===== config.mk =====
export PLATFORM = sky130hd
export DESIGN_NAME = acp_device_flat
export DESIGN_NICKNAME = d
export VERILOG_FILES = /design/src/include/acp_pkg.sv /design/src/include/acp_link_if.sv /design/src/logic/acp_device.sv /design/src/flat_wrapper.sv
export VERILOG_INCLUDE_DIRS = /design/src /design/src/include
export SDC_FILE = /design/constraint.sdc
export NUM_CORES = 1
export LEC_CHECK = 0
export ABC_AREA = 1
export BUFFER_PORTS_ARGS = -buffer_cell sky130_fd_sc_hd__buf_2
export CAP_MARGIN = 20
export CORE_UTILIZATION = 30
export DETAILED_ROUTE_END_ITERATION = 7
export PLACE_DENSITY = 0.45
export SKIP_CTS_REPAIR_TIMING = 1
export SYNTH_ARGS = -nofsm -noshare
export SYNTH_HDL_FRONTEND = slang
export SYNTH_SLANG_ARGS = --single-unit
export TNS_END_PERCENT = 20

===== constraint.sdc =====
create_clock -name clk_i -period 3.4 [get_ports clk_i]
set_input_delay 0 -clock clk_i [delete_from_list [all_inputs] [get_ports clk_i]]
set_output_delay 0 -clock clk_i [all_outputs]
set_load 0.05 [all_outputs]

===== src/include/acp_regs.svh =====
/*
  Register offsets, reset values, frame layout and link timing for the
  converter serial control port.
  Assumes inclusion by bare name from package and modules.
*/
`ifndef ACP_REGS_SVH
`define ACP_REGS_SVH

`define ACP_FRAME_BITS 24
`define ACP_CMD_BITS 8
`define ACP_DATA_BITS 16
`define ACP_ADDR_BITS 4
`define ACP_RSVD_PATTERN 2'h2
`define ACP_OP_READ 1'h1
`define ACP_OP_WRITE 1'h0

`define ACP_OFF_MAIN_CONFIG 4'h0
`define ACP_OFF_RESERVED_1 4'h1
`define ACP_OFF_FIRST_OFFSET 4'h2
`define ACP_OFF_FIRST_RANGE 4'h3
`define ACP_OFF_CAL_ADJUST 4'h4
`define ACP_OFF_CAL_VALUES 4'h5
`define ACP_OFF_BIAS_ADJUST 4'h6
`define ACP_OFF_INTERLEAVE_ADJ 4'h7
`define ACP_OFF_RESERVED_8 4'h8
`define ACP_OFF_RESERVED_9 4'h9
`define ACP_OFF_SECOND_OFFSET 4'hA
`define ACP_OFF_SECOND_RANGE 4'hB
`define ACP_OFF_DELAY_COARSE 4'hC
`define ACP_OFF_DELAY_FINE 4'hD
`define ACP_OFF_MULTI_SYNC 4'hE
`define ACP_OFF_RESERVED_F 4'hF

`define ACP_RST_MAIN_CONFIG 16'h2000
`define ACP_RST_OTHER 16'h0000

`define ACP_CFG_FIRST_PD_BIT 11
`define ACP_CFG_SECOND_PD_BIT 10
`define ACP_CFG_TEST_PAT_BIT 12

`define ACP_WB_CMD 2'h0
`define ACP_WB_STATUS 2'h1
`define ACP_WB_RDATA 2'h2

`define ACP_LINK_DIV 4

`endif


===== src/include/acp_pkg.sv =====
/*
  Types shared by both ends of the converter serial control port.
  Assumes acp_regs.svh on the include path.
*/
`include "acp_regs.svh"
package acp_pkg;
  typedef logic [`ACP_DATA_BITS-1:0] acp_word_t;
  typedef logic [`ACP_ADDR_BITS-1:0] acp_addr_t;
  typedef enum logic [1:0] {
    ACP_H_IDLE = 2'h0,
    ACP_H_RUN = 2'h1,
    ACP_H_GAP = 2'h2
  } acp_host_state_t;
endpackage


===== src/include/acp_link_if.sv =====
/*
  Serial link between the host master and the converter control port.
  Assumes the bench resolves the shared data wire from the enables.
*/
`timescale 1ns/1ns
`default_nettype none
interface acp_link_if;
  logic serial_select_n;
  logic sclk;
  logic serial_in;
  logic serial_in_oe;
  logic serial_out;
  logic serial_out_oe;
  modport device (
    input serial_select_n, sclk, serial_in,
    output serial_out, serial_out_oe
  );
  modport host (
    output serial_select_n, sclk, serial_in, serial_in_oe,
    input serial_out, serial_out_oe
  );
endinterface
`default_nettype wire


===== src/logic/acp_device.sv =====
/*
  Converter end of the serial control port: frame decoder, sixteen-word
  register file and control-mode logic for power-down; test pattern follows its pin in both modes.
  Assumes link pins are asynchronous to clk_i and the link clock is much
  slower than clk_i; pins are synchronised by two flip-flops.
*/
// Chosen here: register access over Wishbone.
`timescale 1ns/1ns
`default_nettype none
`include "acp_regs.svh"
module acp_device #(
  parameter int FRAME_BITS = `ACP_FRAME_BITS
) (
  // System
  input wire logic clk_i,
  input wire logic rst_i,
  input wire logic ce_i,
  // Link
  acp_link_if.device link,
  // Control pins
  input wire logic ext_control_select_pin_i,
  input wire logic first_channel_powerdown_i,
  input wire logic second_channel_powerdown_i,
  input wire logic test_pattern_select_i,
  // Status to converter core
  output logic register_control_mode_o,
  output logic first_channel_pd_o,
  output logic second_channel_pd_o,
  output logic first_channel_data_oe_o,
  output logic second_channel_data_oe_o,
  output logic test_pattern_active_o,
  output acp_pkg::acp_word_t main_configuration_o
);
  import acp_pkg::*;

  initial begin
    if (FRAME_BITS != `ACP_FRAME_BITS) begin
      $error("acp_device: frame length must be 24");
    end
  end

  function automatic logic acp_valid_addr(input acp_addr_t a);
    acp_valid_addr = !(a == `ACP_OFF_RESERVED_1 || a == `ACP_OFF_RESERVED_8
      || a == `ACP_OFF_RESERVED_9 || a == `ACP_OFF_RESERVED_F);
  endfunction

  // Pin synchronisers
  logic [1:0] ss_sync_reg, ck_sync_reg, di_sync_reg, ece_sync_reg;
  logic [1:0] pd1_sync_reg, pd2_sync_reg, tp_sync_reg;
  always_ff @(posedge clk_i) begin
    if (rst_i) begin
      ss_sync_reg <= 2'h3;
      ck_sync_reg <= 2'h0;
      di_sync_reg <= 2'h0;
      ece_sync_reg <= 2'h3;
      pd1_sync_reg <= 2'h0;
      pd2_sync_reg <= 2'h0;
      tp_sync_reg <= 2'h0;
    end else if (ce_i) begin
      ss_sync_reg <= {ss_sync_reg[0], link.serial_select_n};
      ck_sync_reg <= {ck_sync_reg[0], link.sclk};
      di_sync_reg <= {di_sync_reg[0], link.serial_in};
      ece_sync_reg <= {ece_sync_reg[0], ext_control_select_pin_i};
      pd1_sync_reg <= {pd1_sync_reg[0], first_channel_powerdown_i};
      pd2_sync_reg <= {pd2_sync_reg[0], second_channel_powerdown_i};
      tp_sync_reg <= {tp_sync_reg[0], test_pattern_select_i};
    end
  end

  // Edge detection on the synchronised link clock
  logic ck_prev_reg;
  always_ff @(posedge clk_i) begin
    if (rst_i) begin
      ck_prev_reg <= 1'h0;
    end else if (ce_i) begin
      ck_prev_reg <= ck_sync_reg[1];
    end
  end
  wire logic sclk_rise = ck_sync_reg[1] & ~ck_prev_reg;
  wire logic sclk_fall = ~ck_sync_reg[1] & ck_prev_reg;
  wire logic sel_active = ~ss_sync_reg[1];
  wire logic register_control_mode = ~ece_sync_reg[1];

  // Frame receiver
  logic [4:0] bit_cnt_reg;
  logic [FRAME_BITS-1:0] shift_reg;
  logic is_read_reg;
  logic write_stb;
  acp_addr_t rx_addr;
  assign rx_addr = shift_reg[4:1];
  always_ff @(posedge clk_i) begin
    if (rst_i) begin
      bit_cnt_reg <= 5'h00;
      shift_reg <= '0;
      is_read_reg <= 1'h0;
    end else if (ce_i) begin
      if (!sel_active) begin
        bit_cnt_reg <= 5'h00;
      end else if (sclk_rise && bit_cnt_reg != 5'(FRAME_BITS)) begin
        shift_reg <= {shift_reg[FRAME_BITS-2:0], di_sync_reg[1]};
        bit_cnt_reg <= bit_cnt_reg + 5'h01;
        if (bit_cnt_reg == 5'h00) begin
          is_read_reg <= (di_sync_reg[1] == `ACP_OP_READ);
        end
      end
    end
  end
  // Write commits on the 24th rising edge; later clocks are ignored
  assign write_stb = sel_active && sclk_rise && !is_read_reg
    && bit_cnt_reg == 5'(FRAME_BITS - 1);

  // Register file
  acp_word_t regs_mem [16];
  acp_addr_t wr_addr;
  acp_word_t wr_data;
  assign wr_addr = shift_reg[FRAME_BITS-5:FRAME_BITS-8];
  assign wr_data = {shift_reg[`ACP_DATA_BITS-2:0], di_sync_reg[1]};
  genvar gi;
  generate
    for (gi = 0; gi < 16; gi++) begin : g_reg
      always_ff @(posedge clk_i) begin
        if (rst_i || (ce_i && !register_control_mode)) begin
          regs_mem[gi] <= (gi == 0) ? `ACP_RST_MAIN_CONFIG
            : `ACP_RST_OTHER;
        end else if (ce_i && write_stb && wr_addr == 4'(gi)
            && acp_valid_addr(4'(gi))) begin
          regs_mem[gi] <= wr_data;
        end
      end
    end
  endgenerate

  // Read data shifter
  acp_word_t tx_reg;
  logic out_reg, oe_reg;
  always_ff @(posedge clk_i) begin
    if (rst_i) begin
      tx_reg <= '0;
      out_reg <= 1'h0;
      oe_reg <= 1'h0;
    end else if (ce_i) begin
      if (!sel_active) begin
        oe_reg <= 1'h0;
      end else if (sclk_fall && is_read_reg && register_control_mode) begin
        if (bit_cnt_reg == 5'(`ACP_CMD_BITS)) begin
          oe_reg <= 1'h1;
          tx_reg <= {regs_mem[rx_addr][`ACP_DATA_BITS-2:0], 1'h0};
          out_reg <= acp_valid_addr(rx_addr)
            ? regs_mem[rx_addr][`ACP_DATA_BITS-1] : 1'h0;
          if (!acp_valid_addr(rx_addr)) begin
            tx_reg <= '0;
          end
        end else if (bit_cnt_reg > 5'(`ACP_CMD_BITS)
            && bit_cnt_reg < 5'(FRAME_BITS)) begin
          out_reg <= tx_reg[`ACP_DATA_BITS-1];
          tx_reg <= {tx_reg[`ACP_DATA_BITS-2:0], 1'h0};
        end
      end
    end
  end
  assign link.serial_out = out_reg;
  assign link.serial_out_oe = oe_reg;

  // Control-mode outputs
  wire logic cfg_pd1 = register_control_mode & regs_mem[0][`ACP_CFG_FIRST_PD_BIT];
  wire logic cfg_pd2 = register_control_mode & regs_mem[0][`ACP_CFG_SECOND_PD_BIT];
  always_ff @(posedge clk_i) begin
    if (rst_i) begin
      register_control_mode_o <= 1'h0;
      first_channel_pd_o <= 1'h0;
      second_channel_pd_o <= 1'h0;
      first_channel_data_oe_o <= 1'h0;
      second_channel_data_oe_o <= 1'h0;
      test_pattern_active_o <= 1'h0;
      main_configuration_o <= `ACP_RST_MAIN_CONFIG;
    end else if (ce_i) begin
      register_control_mode_o <= register_control_mode;
      first_channel_pd_o <= pd1_sync_reg[1] | cfg_pd1;
      second_channel_pd_o <= pd2_sync_reg[1] | cfg_pd2;
      first_channel_data_oe_o <= ~(pd1_sync_reg[1] | cfg_pd1);
      second_channel_data_oe_o <= ~(pd2_sync_reg[1] | cfg_pd2);
      test_pattern_active_o <= tp_sync_reg[1];
      main_configuration_o <= regs_mem[0];
    end
  end
endmodule
`default_nettype wire


===== src/flat_wrapper.sv =====
// flat-port wrapper written by rule: the top's interface ports become plain ports
module acp_device_flat import acp_pkg::*;
#(
  parameter int FRAME_BITS = `ACP_FRAME_BITS
)
  (clk_i, rst_i, ce_i, ext_control_select_pin_i, first_channel_powerdown_i, second_channel_powerdown_i, test_pattern_select_i, register_control_mode_o, first_channel_pd_o, second_channel_pd_o, first_channel_data_oe_o, second_channel_data_oe_o, test_pattern_active_o, main_configuration_o, link_serial_select_n, link_sclk, link_serial_in, link_serial_out, link_serial_out_oe);
  acp_link_if link_i ();
  input wire logic clk_i;
  input wire logic rst_i;
  input wire logic ce_i;
  input wire logic ext_control_select_pin_i;
  input wire logic first_channel_powerdown_i;
  input wire logic second_channel_powerdown_i;
  input wire logic test_pattern_select_i;
  output logic register_control_mode_o;
  output logic first_channel_pd_o;
  output logic second_channel_pd_o;
  output logic first_channel_data_oe_o;
  output logic second_channel_data_oe_o;
  output logic test_pattern_active_o;
  output acp_pkg::acp_word_t main_configuration_o;
  input wire logic [$bits(link_i.serial_select_n)-1:0] link_serial_select_n;
  input wire logic [$bits(link_i.sclk)-1:0] link_sclk;
  input wire logic [$bits(link_i.serial_in)-1:0] link_serial_in;
  output wire logic [$bits(link_i.serial_out)-1:0] link_serial_out;
  output wire logic [$bits(link_i.serial_out_oe)-1:0] link_serial_out_oe;
  assign link_i.serial_select_n = link_serial_select_n;
  assign link_i.sclk = link_sclk;
  assign link_i.serial_in = link_serial_in;
  assign link_serial_out = link_i.serial_out;
  assign link_serial_out_oe = link_i.serial_out_oe;
  acp_device #(.FRAME_BITS(FRAME_BITS)) u_core (.clk_i(clk_i), .rst_i(rst_i), .ce_i(ce_i), .link(link_i), .ext_control_select_pin_i(ext_control_select_pin_i), .first_channel_powerdown_i(first_channel_powerdown_i), .second_channel_powerdown_i(second_channel_powerdown_i), .test_pattern_select_i(test_pattern_select_i), .register_control_mode_o(register_control_mode_o), .first_channel_pd_o(first_channel_pd_o), .second_channel_pd_o(second_channel_pd_o), .first_channel_data_oe_o(first_channel_data_oe_o), .second_channel_data_oe_o(second_channel_data_oe_o), .test_pattern_active_o(test_pattern_active_o), .main_configuration_o(main_configuration_o));
endmodule

======== Word-level counts from Yosys, hierarchy flattened ========
Memories as Yosys holds them, arrays and structs flattened. A register that Yosys moved wholly into a read port is not among the register bits.
Cells that the tools add are included.
word-level totals
  flip-flop bits (word level) ............. 81
  latch bits .............................. 0
  RAM bits ................................ 256
  ROM bits ................................ 0
  bits of input ports ..................... 10
  output and inout bits ................... 24
  word-level logic and storage cells ...... 167
  memories kept ........................... 1
operators by class
  add/sub/neg operators ................... 1
  multipliers ............................. 0
  div/mod/pow operators ................... 0
  $lt $le $gt $ge ......................... 2
  equal/unequal tests ..................... 18
  shift-type cells ........................ 0
  mux-type cells .......................... 63
  bitwise gates (word level) .............. 24
  reductions and logical operators ........ 37
memory list
  name             words  width  read ports  clocked after Yosys merged registers in  write ports  RTL line           text
  u_core.regs_mem  16     16     2           1                                        16           acp_device.sv:113  acp_word_t regs_mem [16];
operators by type and width
  kind                                                                             count
  16-bit 2-to-1 mux                                                                15
  1-bit 2-to-1 mux                                                                 44
  4-bit equality test, second input constant                                       8
  1-bit logical AND                                                                21
  4-bit by 3-bit equality test with 1-bit output, second input constant            4
  1-bit OR                                                                         14
  5-bit 2-to-1 mux                                                                 2
  4-bit by 2-bit equality test with 1-bit output, second input constant            2
  4-bit 2-to-1 mux                                                                 2
  4-bit AND reduction                                                              2
  2-bit nonzero test                                                               4
  1-bit inverter                                                                   6
  3-bit AND reduction                                                              2
  5-bit by 1-bit adder with 5-bit output, second input constant                    1
  5-bit by 4-bit equality test with 1-bit output, second input constant            1
  5-bit equality test, second input constant                                       1
  5-bit by 4-bit greater-than comparator with 1-bit output, second input constant  1
  5-bit zero test                                                                  1
  5-bit less-than comparator, second input constant                                1
  5-bit != test, second input constant                                             1
  1-bit bitwise AND                                                                4
  4-bit by 1-bit equality test with 1-bit output, second input constant            1
  4-bit zero test                                                                  1
  1-bit logical OR                                                                 4
  other kinds (2)                                                                  2

======== Longest topological paths before layout ========
  depth after elaboration ................. 11
  depth in mapped cells ................... 11
  depth with buffers taken out ............ 9

======== Worst setup path before layout ========
No wires, ideal clock.
  kind .................................... register to register
  start ................................... register u_core.bit_cnt_reg[1]
  end ..................................... memory u_core.regs_mem[14][0] (netlist bit), enable pin
  setup time .............................. 0.411 ns
  arrival time ............................ 2.252 ns
  data required time ...................... 2.989 ns
  path slack .............................. 0.737 ns
  cell stages (with the launch flop) ...... 8
  path buffers ............................ 0
  clock period less this slack ............ 2.663 ns
  path through ............................ dfxtp_1 ha_1 nand2_1 nor2_2 nand2_4 inv_1 nand2_1 o21ai_0
RTL lines
  what                    RTL line           text
  from (decl)             acp_device.sv:85   logic [4:0] bit_cnt_reg;
  from (signal assigned)  acp_device.sv:101  bit_cnt_reg <= bit_cnt_reg + 5'h01;
  to (decl)               acp_device.sv:113

==> results.yml <==
power:
  p_int_w: 0.00589
  clock_power_share: 0.449
  powerDensity_nw_per_um2: 547
  p_sw_w: 0.00178
  p_seq_frac: 0.498
  p_leak_nw: 5.13
  peakVddDrop_mv: 0.278
  power_switching_share: 0.232
  finalPower_w: 0.00767
  combPwrFrac: 0.054
critical_path:
  cpMostUsedCell: "nand2_1"
  slowest_delay_ps: 570
  worstSetupEndpointType: "register"
  crit_arrival_ps: 2450
  startpoint: "u_core.bit_cnt_reg[1]"
  reg2reg_depth: 7
  cp_max_fo: 16
  r2r-end: "u_core.regs_mem[11][7]"
  cp.required_ps: 3530
  startpoint_type: "register"
  path_cells: "ha_1 -> nand2_1 -> nor2_2 -> nand2_4 -> nor2_4 -> nand2_1 -> nand2_1"
  cpMaxStageDelayCell: "nand2_1"
  r2r_slack_ps: 1080
  worstSetupPathType: "reg2reg"
  r2r-start: "u_core.bit_cnt_reg[1]"
floorplanning:
  die_w_um: 205
  die_area_um2: 41900
  num_io_pins: 34
  initial_core_util: 0.307
  die_h_um: 205
  rows: 73
  coreArea_um2: 40100
clocking:
  clk_pin_slew_ps: 50
  ctsRootBufferMaster: "clkbuf_16"
  cts.sinks: 276
  cts_tree: "built"
  cts_max_path_buffers: 3
  cts.htree.levels: 2
  numCtsBuffers: 34
  clk_latency_ps: 520
sta:
  final-hold-violation-count: 0
  finalSetupViolations: 0
  period_needed_ps: 2320
  timing.setup.tns_ps: 0
  rsz0062_at_grt: "false"
  period_share: 0.681
  fmax_ghz: 0.432
  maxSlewHeadroom: 0.341
  maxSlewViolCount: 0
  worst_slew_pin_slew_ps: 988
  clock-skew-final_ps: 15.5
yosys:
  ys_ff_latch: 276
  yosys_warnings: 0
  syn_inst: 1350
  synthTopCellsByArea: "edfxtp_1, dfxtp_1, nor2_1"
  syn_area_um2: 12300
  synth-edff-count: 192
  yosys.cell_types.count: 30
  synth_most_common_cell: "nor2_1"
  syn-num-nets: 1363
  synth_top_flop_cell: "edfxtp_1"
  yosysTopAreaCell: "edfxtp_1"
  ys_top_cells_by_count: "nor2_1, nand2_1, edfxtp_1, nand3_1, o21ai_0"
  synth_seq_area_share: 0.604
  synth_top_area_frac: 0.468
  avgSynthCellArea_um2: 9.13
  async_reset_ff_frac: 0
route:
  drt_iter0_drc: 707
  num_vias: 9244
  ant_nets: 0
  drt-pass1-iter-count: 5
  wl_per_cell_um: 18.9
  finalWirelength_um: 35800
  vias_per_cell: 4.87
  drc: 0
status:
  outcome: "complete, no violations"
hold_path:
  min_to: "u_core.ece_sync_reg[0]"
  hold_class: "in2reg"
  min_path_cells: 4
  hold_start: "ext_control_select_pin_i"
finish:
  num_antenna_cells: 0
  largest_reg_flops: 192
  nFillCells: 4091
  seq_area_um2: 7450
  drive_gt1_frac: 0.0939
  fin_nets: 1363
  final_area_um2: 14000
  area_growth_pct: 13.6
  multi_input_area_um2: 4080
placed_design:
  dp_hpwl_um: 22100
  placed_area_um2: 12900
  port_buffers: 33
  gp_congestion: 0.836
global_routing:
  antenna_found_initial: 0
  grt.total_usage: 0.173
  grt_start_max_net_pins: 83
  grt_first_pass_wirelength_um: 54200
  grt_overflow: 0
  grt_pass1_vias: 8653
flow_run:
  max_cap_violations: 0
stage by stage:
step	setup slack (ps)	hold slack (ps)	instances	util
2_1_floorplan	737	126	1350	-
3_3_place_gp	1090	223	1829	0.320
3_5_place_dp	1070	230	1830	0.321
4_1_cts	1050	-316	1890	0.347
5_1_grt	871	246	1899	0.349
6_report	1080	248	1899	0.349
cell usage in the layout, fill, tap and decap left out, types with 2 or more instances in the layout:
cell type	Yosys	layout
nor2_1	261	260
nand2_1	247	247
edfxtp_1	192	192
nand3_1	165	165
o21ai_0	104	101
dfxtp_1	84	82
inv_1	83	81
a21oi_1	73	73
clkbuf_16	0	34
buf_2	20	33
buf_4	2	17
clkbuf_1	60	16
nand3_4	10	10
dlygate4sd3_1	0	9
nor2_2	6	7
nand4_1	5	5
clkbuf_8	0	4
inv_2	3	3
o21ai_1	0	3
ha_1	3	3
a31oi_1	2	2
nor3_1	2	2
nor2_8	2	2
nand4_2	2	2
clkinv_2	0	2
dfxtp_2	0	2
inv_6	0	2
buf_12	0	2
layer usage:
metal,part of all wire,global-route usage,vias to the layer above
met5,0,0,-
met4,0.017,0.0400,0
met3,0.036,0.0227,45
met2,0.46,0.268,174
met1,0.49,0.255,4523
li1,-,-,4502
power by group through the flow:
stage               registers [W]  clock network [W]  logic [W]
floorplan                 0.00392                  0   0.000225
global placement          0.00388                  0   0.000407
detailed placement        0.00389                  0   0.000410
CTS                       0.00382            0.00351   0.000411
global route              0.00383            0.00365   0.000457
finish                    0.00381            0.00344   0.000413
kinds of logic (layout without fill, tap and decap cells):
kind of cell / count (synthesis) / in the layout / synth area share
adder cells (fa/ha/maj): 3 / 3 / 0.00305
flip-flops: 276 / 276 / 0.604
AO/OA/AOI/OAI: 183 / 183 / 0.0760
AND/OR/NAND/NOR: 704 / 704 / 0.251
buffers and inverters: 184 / 208 / 0.0654
worst max path at each step:
stage / slack [ps] / end
final: 1080 / u_core.regs_mem[11][7]
after global routing: 870 / u_core.regs_mem[11][8]
after CTS: 1050 / u_core.regs_mem[11][7]
after detailed placement: 1070 / u_core.regs_mem[11][4]
after global placement: 1090 / u_core.regs_mem[11][9]
after floorplan: 740 / u_core.regs_mem[14][0]
critical path: cells and delay by family, from the launching register on:
| family | cells | cell delay, ps |
|---|---|---|
| simple gates | 6 | 1350 |
| flops | 1 | 380 |
| fa+ha+maj | 1 | 210 |
area by class of cell:
type,count,share of cell area
inverter,86,0.0231
clock buffer,54,0.0690
sequential,276,0.532
multi-input combinational,890,0.291
timing repair buffer,62,0.0322
tap,525,0.0469
clock inverter,6,0.00545
Note: power is estimated with default switching activity, not from simulation.
